===== src/alarm_pkg.sv =====
package alarm_pkg;
  localparam logic [7:0] SECOND_ADDR  = 8'h10;
  localparam logic [7:0] MINUTE_ADDR  = 8'h11;
  localparam logic [7:0] HOUR_ADDR    = 8'h12;
  localparam logic [7:0] DAY_ADDR     = 8'h13;
  localparam logic [7:0] WEEKDAY_ADDR = 8'h14;
  localparam logic [7:0] MONTH_ADDR   = 8'h15;
  localparam int         ENABLE_BIT   = 7;
  localparam logic [7:0] RESET_VALUE  = 8'h00;
  localparam logic [7:0] SECOND_MASK  = 8'h7F;
  localparam logic [7:0] MINUTE_MASK  = 8'h7F;
  localparam logic [7:0] HOUR_MASK    = 8'h3F;
  localparam logic [7:0] DAY_MASK     = 8'h3F;
  localparam logic [7:0] WEEKDAY_MASK = 8'h07;
  localparam logic [7:0] MONTH_MASK   = 8'h1F;
  localparam int         FIELD_COUNT  = 6;
  localparam int         ADDR_W       = 8;
endpackage


===== src/calendar_alarm_compare_regs.sv =====
`timescale 1ns/1ps
`default_nettype none
module calendar_alarm_compare_regs
  import alarm_pkg::*;
(
  input  wire logic                      clk,
  input  wire logic                      nrst,
  input  wire logic                      wr_en,
  input  wire logic                      rd_en,
  input  wire logic [alarm_pkg::ADDR_W-1:0] addr,
  input  wire logic [7:0]                wr_data,
  output logic      [7:0]                rd_data,
  output logic                           rd_valid,
  input  wire logic                      second_tick,
  input  wire logic [7:0]                now_second,
  input  wire logic [7:0]                now_minute,
  input  wire logic [7:0]                now_hour,
  input  wire logic [7:0]                now_day,
  input  wire logic [7:0]                now_weekday,
  input  wire logic [7:0]                now_month,
  input  wire logic                      alarm_irq_enable,
  input  wire logic                      flag_clear,
  output logic                           alarm_hit_flag,
  output logic                           int_n
);
  import alarm_pkg::*;

  logic [7:0] regs [FIELD_COUNT];
  logic [7:0] now_v [FIELD_COUNT];
  logic [7:0] mask_v [FIELD_COUNT];
  logic [FIELD_COUNT-1:0] field_ok;
  logic [FIELD_COUNT-1:0] hit_sel;
  wire        any_enabled;
  wire        all_match;
  logic       prev_match;
  wire        new_match;
  wire        set_flag;
  wire        in_range;
  wire  [2:0] idx;
  wire  [7:0] next_rd_data;

  assign now_v[0]  = now_second;
  assign now_v[1]  = now_minute;
  assign now_v[2]  = now_hour;
  assign now_v[3]  = now_day;
  assign now_v[4]  = now_weekday;
  assign now_v[5]  = now_month;
  assign mask_v[0] = SECOND_MASK;
  assign mask_v[1] = MINUTE_MASK;
  assign mask_v[2] = HOUR_MASK;
  assign mask_v[3] = DAY_MASK;
  assign mask_v[4] = WEEKDAY_MASK;
  assign mask_v[5] = MONTH_MASK;

  // Register index from address; weekday follows day directly
  assign in_range = (addr >= SECOND_ADDR) && (addr <= MONTH_ADDR);
  assign idx      = in_range ? 3'(addr - SECOND_ADDR) : 3'h0;
  assign next_rd_data = in_range ? regs[idx] : 8'h00;

  genvar g;
  generate
    for (g = 0; g < FIELD_COUNT; g++)
    begin : field
      wire en = regs[g][ENABLE_BIT];
      // Hour bit 5 compared as twenty digit or PM alike
      assign field_ok[g] = !en ||
        ((regs[g] & mask_v[g]) == (now_v[g] & mask_v[g]));
      assign hit_sel[g] = en;

      always_ff @(posedge clk or negedge nrst)
      begin
        if (!nrst)
          regs[g] <= RESET_VALUE;
        else if (wr_en && in_range && idx == 3'(g))
          regs[g] <= wr_data & (mask_v[g] | 8'h80);
      end
    end
  endgenerate

  assign any_enabled = |hit_sel;
  assign all_match   = any_enabled && (&field_ok);
  assign new_match   = second_tick && all_match && !prev_match;
  assign set_flag    = new_match && alarm_irq_enable;

  always_ff @(posedge clk or negedge nrst)
  begin
    if (!nrst)
      prev_match <= 1'b0;
    else if (second_tick)
      prev_match <= all_match;
  end

  always_ff @(posedge clk or negedge nrst)
  begin
    if (!nrst)
    begin
      alarm_hit_flag <= 1'b0;
      int_n          <= 1'b1;
    end
    else if (set_flag)
    begin
      alarm_hit_flag <= 1'b1;
      int_n          <= 1'b0;
    end
    else if (flag_clear)
    begin
      alarm_hit_flag <= 1'b0;
      int_n          <= 1'b1;
    end
  end

  always_ff @(posedge clk or negedge nrst)
  begin
    if (!nrst)
    begin
      rd_data  <= 8'h00;
      rd_valid <= 1'b0;
    end
    else
    begin
      rd_data  <= rd_en ? next_rd_data : 8'h00;
      rd_valid <= rd_en;
    end
  end

  flag_set_a: assert property (@(posedge clk) disable iff (!nrst)
    set_flag |=> alarm_hit_flag && !int_n) else $error("flag not set on match");
  int_follows_a: assert property (@(posedge clk) disable iff (!nrst)
    int_n == !alarm_hit_flag) else $error("interrupt and flag disagree");
  no_irq_en_a: assert property (@(posedge clk) disable iff (!nrst)
    !alarm_hit_flag && !alarm_irq_enable && !flag_clear |=> !alarm_hit_flag)
    else $error("flag set with irq disabled");
  once_per_a: assert property (@(posedge clk) disable iff (!nrst)
    second_tick && prev_match |-> !new_match) else $error("repeat match event");
  tick_only_a: assert property (@(posedge clk) disable iff (!nrst)
    !second_tick |-> !new_match) else $error("match off tick");
  disabled_ign_a: assert property (@(posedge clk) disable iff (!nrst)
    !regs[0][ENABLE_BIT] |-> field_ok[0]) else $error("disabled field counted");
  sec_cmp_a: assert property (@(posedge clk) disable iff (!nrst)
    regs[0][ENABLE_BIT] && regs[0][6:0] != now_second[6:0] |-> !all_match)
    else $error("seconds mismatch ignored");
  week_store_a: assert property (@(posedge clk) disable iff (!nrst)
    wr_en && addr == WEEKDAY_ADDR |=> regs[4] == ($past(wr_data) & 8'h87))
    else $error("weekday write wrong");
  readback_a: assert property (@(posedge clk) disable iff (!nrst)
    rd_en && addr == MONTH_ADDR && !wr_en |=> rd_data == regs[5])
    else $error("month readback wrong");
endmodule
`default_nettype wire


===== config.mk =====
export PLATFORM = sky130hd
export DESIGN_NAME = calendar_alarm_compare_regs
export DESIGN_NICKNAME = d
export VERILOG_FILES = /design/src/alarm_pkg.sv /design/src/calendar_alarm_compare_regs.sv
export SDC_FILE = /design/constraint.sdc
export NUM_CORES = 1
export LEC_CHECK = 0
export BUFFER_PORTS_ARGS = -buffer_cell sky130_fd_sc_hd__buf_4
export CAP_MARGIN = 5
export CORE_ASPECT_RATIO = 1.2
export CORE_MARGIN = 2
export CORE_UTILIZATION = 51
export DETAILED_ROUTE_END_ITERATION = 10
export MAX_ROUTING_LAYER = met4
export PLACE_DENSITY = 0.79
export SYNTH_ARGS = -nofsm -noshare
export SYNTH_HDL_FRONTEND = slang
export SYNTH_SLANG_ARGS = --single-unit

===== constraint.sdc =====
create_clock -name clk -period 2 [get_ports clk]
set_clock_uncertainty 0.05 [all_clocks]
set_input_delay 0.4 -clock clk [delete_from_list [all_inputs] [get_ports clk]]
set_output_delay 0.4 -clock clk [all_outputs]
set_load 0.005 [all_outputs]

==> Yosys cells after proc, flatten, opt, wreduce, memory -nomap -nowiden <==
Index checks and enable logic that the tools add are counted.
{ "totals": {"ff_bits": 52, "in_bits": 71, "output_inout_bits": 11, "elab_cells": 66} }
{ "classes": {"n_addsub": 1, "magnitude_cmp": 3, "n_eq_ne": 11, "muxes": 10, "n_bitwise": 1, "n_reduce_logical": 29} }
{ "ops": {"columns": ["operator", "n"], "rows": [
  ["$mux 8", 4],
  ["$bmux 8 s3", 1],
  ["$eq 7x7->1", 2],
  ["$eq 6x6->1", 2],
  ["$logic_and 1x1->1", 12],
  ["$ge 8x5->1 const B", 1],
  ["$le 8x5->1 const B", 1],
  ["$logic_not 1->1", 7],
  ["$eq 3x2->1 const B", 2],
  ["$eq 3x3->1 const B", 2],
  ["$logic_or 1x1->1", 6],
  ["$reduce_and 6->1", 1],
  ["$reduce_or 6->1", 1],
  ["$eq 5x5->1", 1],
  ["$ge 4x4->1 const B", 1],
  ["$mux 1", 4],
  ["$not 3->4", 1],
  ["$eq 3x1->1 const B", 1],
  ["$eq 3x3->1", 1],
  ["$logic_not 3->1", 1],
  ["$mux 3", 1],
  ["$sub 3x1->3 const B", 1],
  ["$reduce_bool 2->1", 1]
]} }

==> Logic depth before layout (Yosys ltp) <==
{ "logic_depth": {"depth_word": 9, "ltp_mapped": 6, "ltp_nobuf": 5} }

==> Least setup slack after synthesis <==
No wires, ideal clock.
{ "synth_path": {"path_kind": "input to register", "start": "in addr[6] (netlist bit)", "end": "reg regs (netlist bit field[4].en)", "arrival_ns": 2.064, "t_required_ns": 1.825, "path_slack_ns": -0.239, "path_stages": 5, "path_buffers": 0, "cell_sequence": "or4b_4 or2_4 nor3_4 and3b_4 mux2_4"} }
{ "synth_between": {"elab_chain_len": 5, "word_cells_on_any_way": 7, "cone_classes": "order compare (2); eq/ne (1); mux (1); reduce/logical (3)"} }
{ "synth_lines": {"columns": ["item", "line_no", "rtl"], "rows": [
  ["start, declared", "calendar_alarm_compare_regs.sv:10", "input wire logic [alarm_pkg::ADDR_W-1:0] addr,"],
  ["$ge 8x5->1 / $le 8x5->1 (equally long branches)", "calendar_alarm_compare_regs.sv:56", "assign in_range = (addr >= SECOND_ADDR) && (addr <= MONTH_ADDR);"],
  ["$logic_and 1x1->1 *", "calendar_alarm_compare_regs.sv:56", null],
  ["$mux 3", "calendar_alarm_compare_regs.sv:57", "assign idx = in_range ? 3'(addr - SECOND_ADDR) : 3'h0;"],
  ["$eq 3x3->1", "calendar_alarm_compare_regs.sv:74", "else if (wr_en && in_range && idx == 3'(g))"],
  ["$logic_and 1x1->1 *", "calendar_alarm_compare_regs.sv:74", null],
  ["end signal, assigned by index", "calendar_alarm_compare_regs.sv:75", "regs[g] <= wr_data & (mask_v[g] | 8'h80);"],
  ["end, declared", "calendar_alarm_compare_regs.sv:28", "logic [7:0] regs [FIELD_COUNT];"]
]} }
Mark *: on every way between the ends. The rest lies on a longest branch, timed or not.
A chain may end at the register's enable or synchronous reset.

==> Final worst setup path <==
{ "layout_path": {"start": "in addr[6] (netlist bit)", "end": "reg regs[34] (netlist bit)"} }
{ "layout_between": {"elab_chain_len": 5, "word_cells_on_any_way": 7, "cone_classes": "order compare (2); eq/ne (1); mux (1); reduce/logical (3)"} }
{ "layout_lines": {"columns": ["item", "line_no"], "rows": [
  ["$ge 8x5->1 / $le 8x5->1 (equally long branches)", "calendar_alarm_compare_regs.sv:56"],
  ["$logic_and 1x1->1 *", "calendar_alarm_compare_regs.sv:56"],
  ["$mux 3", "calendar_alarm_compare_regs.sv:57"],
  ["$eq 3x1->1", "calendar_alarm_compare_regs.sv:74"],
  ["$logic_and 1x1->1 *", "calendar_alarm_compare_regs.sv:74"]
]} }
Marks and branches as above.

==> results_dict.tcl <==
set metrics [dict create \
    outcome "finished clean" \
    synth_area_sq_um 2706 \
    post-cts-setup-buffers 0 \
    slew_viol_final 0 \
    r2r.worst_path.cells 5 \
    peakVddDrop_mv 0.4042 \
    setup_viol 0 \
    clock_sinks 52 \
    cp_data_required_time_ps 2140 \
    area_growth_pct 31.44 \
    htreeDepth 2 \
    yosys-top-cells-area "dfrtp_1, mux2_2, xnor2_1" \
    ys_ff_latch 52 \
    port_buffers 67 \
    max_clock_freq_mhz 515.1 \
    clk_root_buffer_cell "clkbuf_8" \
    drt_iter0_drc 118 \
    hold_ws_ps 63.87 \
    dp_hpwl_um 4976 \
    crit_type "in -> reg" \
    ctsHoldBuffers 0 \
    via_count 2011 \
    synthAdderAreaFrac_pct 0 \
    drive_above_1_share_pct 47.18 \
    antenna_found_initial 0 \
    power_w 0.002136 \
    finalWorstSetupSlack_ps 58.64 \
    synth_edf_count 0 \
    drt_first_pass_iters 4 \
    first_global_vias 2098 \
    seqCellArea_sq_um 1303 \
    synthMuxAreaShare_pct 20.57 \
    chipHeight_um 83.80 \
    insertion_delay_ps 300 \
    clock_path_buffers 2 \
    post_cts_resized 0 \
    cp-end-kind "flop" \
    power_density_nw_per_um2 600.6 \
    period_share_pct 97.07 \
    yosys.area.top_type "dfrtp_1" \
    die_area_sq_um 5908 \
    yosysWarnings 0 \
    core_area_sq_um 5189 \
    n_antenna_cell 0 \
    cts_made_buffers 5 \
    synth_most_common_cell "dfrtp_1" \
    synth-compound-area-share_pct 7.998 \
    finalHoldViolCount 0 \
    ys_seq_area_share_pct 48.13 \
    path_clk_slew_ps 80 \
    synth_cells 214 \
    cts_tree "built" \
    path_max_fanout 5 \
    final_nets 371 \
    grt_max_degree 53 \
    synth_top_family_by_area "multiplexers" \
    grt-ovfl-total 0 \
    die_w_um 70.50 \
    ios 82 \
    syn_area_per_cell_sq_um 12.65 \
    min_path_type "in -> async" \
    synth_simple_gate_area_share_pct 11.37 \
    ant_nets 0 \
    async_reset_ff_share_pct 100.0 \
    grt_usage_pct 23.60 \
    start_util_pct 52.16 \
    tightest_slew_ps 640.7 \
    yosysTopAreaCellShare_pct 47.16 \
    crit_arrival_ps 2080 \
    drc 0 \
    rsz0062_at_grt "no" \
    ys_types 39 \
    vias_per_cell 5.540 \
    ys.flop_type "dfrtp_1" \
    rows 29 \
    multi_input_area_sq_um 1444 \
    startpoint_type "primary input" \
    place_congestion 0.8316 \
    finalCriticalPeriod_ps 1941 \
    routedWlPerCell_um 17.23 \
    wirelength_um 6255 \
    p_leak_nw 1.697 \
    grt_pass1_wl_um 10330 \
    cap_violations 0 \
    nFillCells 407 \
    place_ws_ps -297.9 \
    synth_xor_area_share_pct 11.00 \
    synth_nets 285 \
    synth_commonest_cells "dfrtp_1, mux2_2, xnor2_1" \
    slew_headroom_pct 57.29 \
]
-- cells in the final DEF, fill, tap and decap left out, drive strengths merged, types with 6 or more instances in the layout --
| cell type | n |
|---|---|
| nand2 | 8 |
| o221ai | 6 |
| xor2 | 12 |
| mux2i | 8 |
| dfrtp | 51 |
| nand3 | 7 |
| clkbuf | 7 |
| buf | 82 |
| xnor2 | 22 |
| mux2 | 41 |
-- where the power goes --
part           switching, W  total, W  internal, W
Clock              0.000325  0.000606     0.000281
Combinational      0.000157  0.000369     0.000212
Sequential        0.0000523   0.00116      0.00111
Total              0.000534   0.00214      0.00160
-- worst max-delay path: stages --
cell and delay, ps:
buf_4 110, or4b_4 570, or3_4 430, nor2_4 100, buf_4 170, mux2_4 300
-- state kept, by name, indices dropped and copies added (netlist names) --
signal	count
alarm_hit_flag	1
field.en	6
int_n	1
prev_match	1
rd_data	8
rd_valid	1
regs	34
-- worst paths after layout --
kind / end / start / slack [ps]
max in group asynchronous: rd_valid / nrst / 1400
max: regs[34] / addr[6] / 60
max reg2reg: alarm_hit_flag / field[0].en / 190
min: regs[21] / nrst / 60
min reg2reg: int_n / int_n / 450
min in group clk: rd_valid / rd_en / 160
-- layer usage --
layer,track usage (%),routed length (um),vias up
met2,41.42,3411,53
met3,4.106,241,5
met4,6.119,70,0
li1,-,-,961
met5,-,0,-
met1,27.88,2531,992
-- per-stage QoR --
step,cell area (sq um),setup TNS [ps],utilization [%],std cells
floorplan,2765,-3934,-,214
global placement,3451,-8327,66.51,355
detailed placement,3451,-9033,66.51,355
CTS,3545,0,68.31,363
global route,3557,0,68.56,363
finish,3557,0,68.56,363
-- cell families after synthesis --
kind of cell | count (synthesis)
DFF | 52
buffers and inverters | 6
xor gates and xnor gates | 34
muxes | 49
and+or+nand+nor | 45
AOI/OAI and AO/OA | 28
-- area by class of cell --
cell class	instances	area share [%]
multi-input combinational	156	40.59
sequential	52	36.62
timing repair buffer	82	17.66
clock buffer	7	2.427
tap	62	2.181
inverter	3	0.3166
clock inverter	1	0.2110
(Power assumes the default switching activity.)
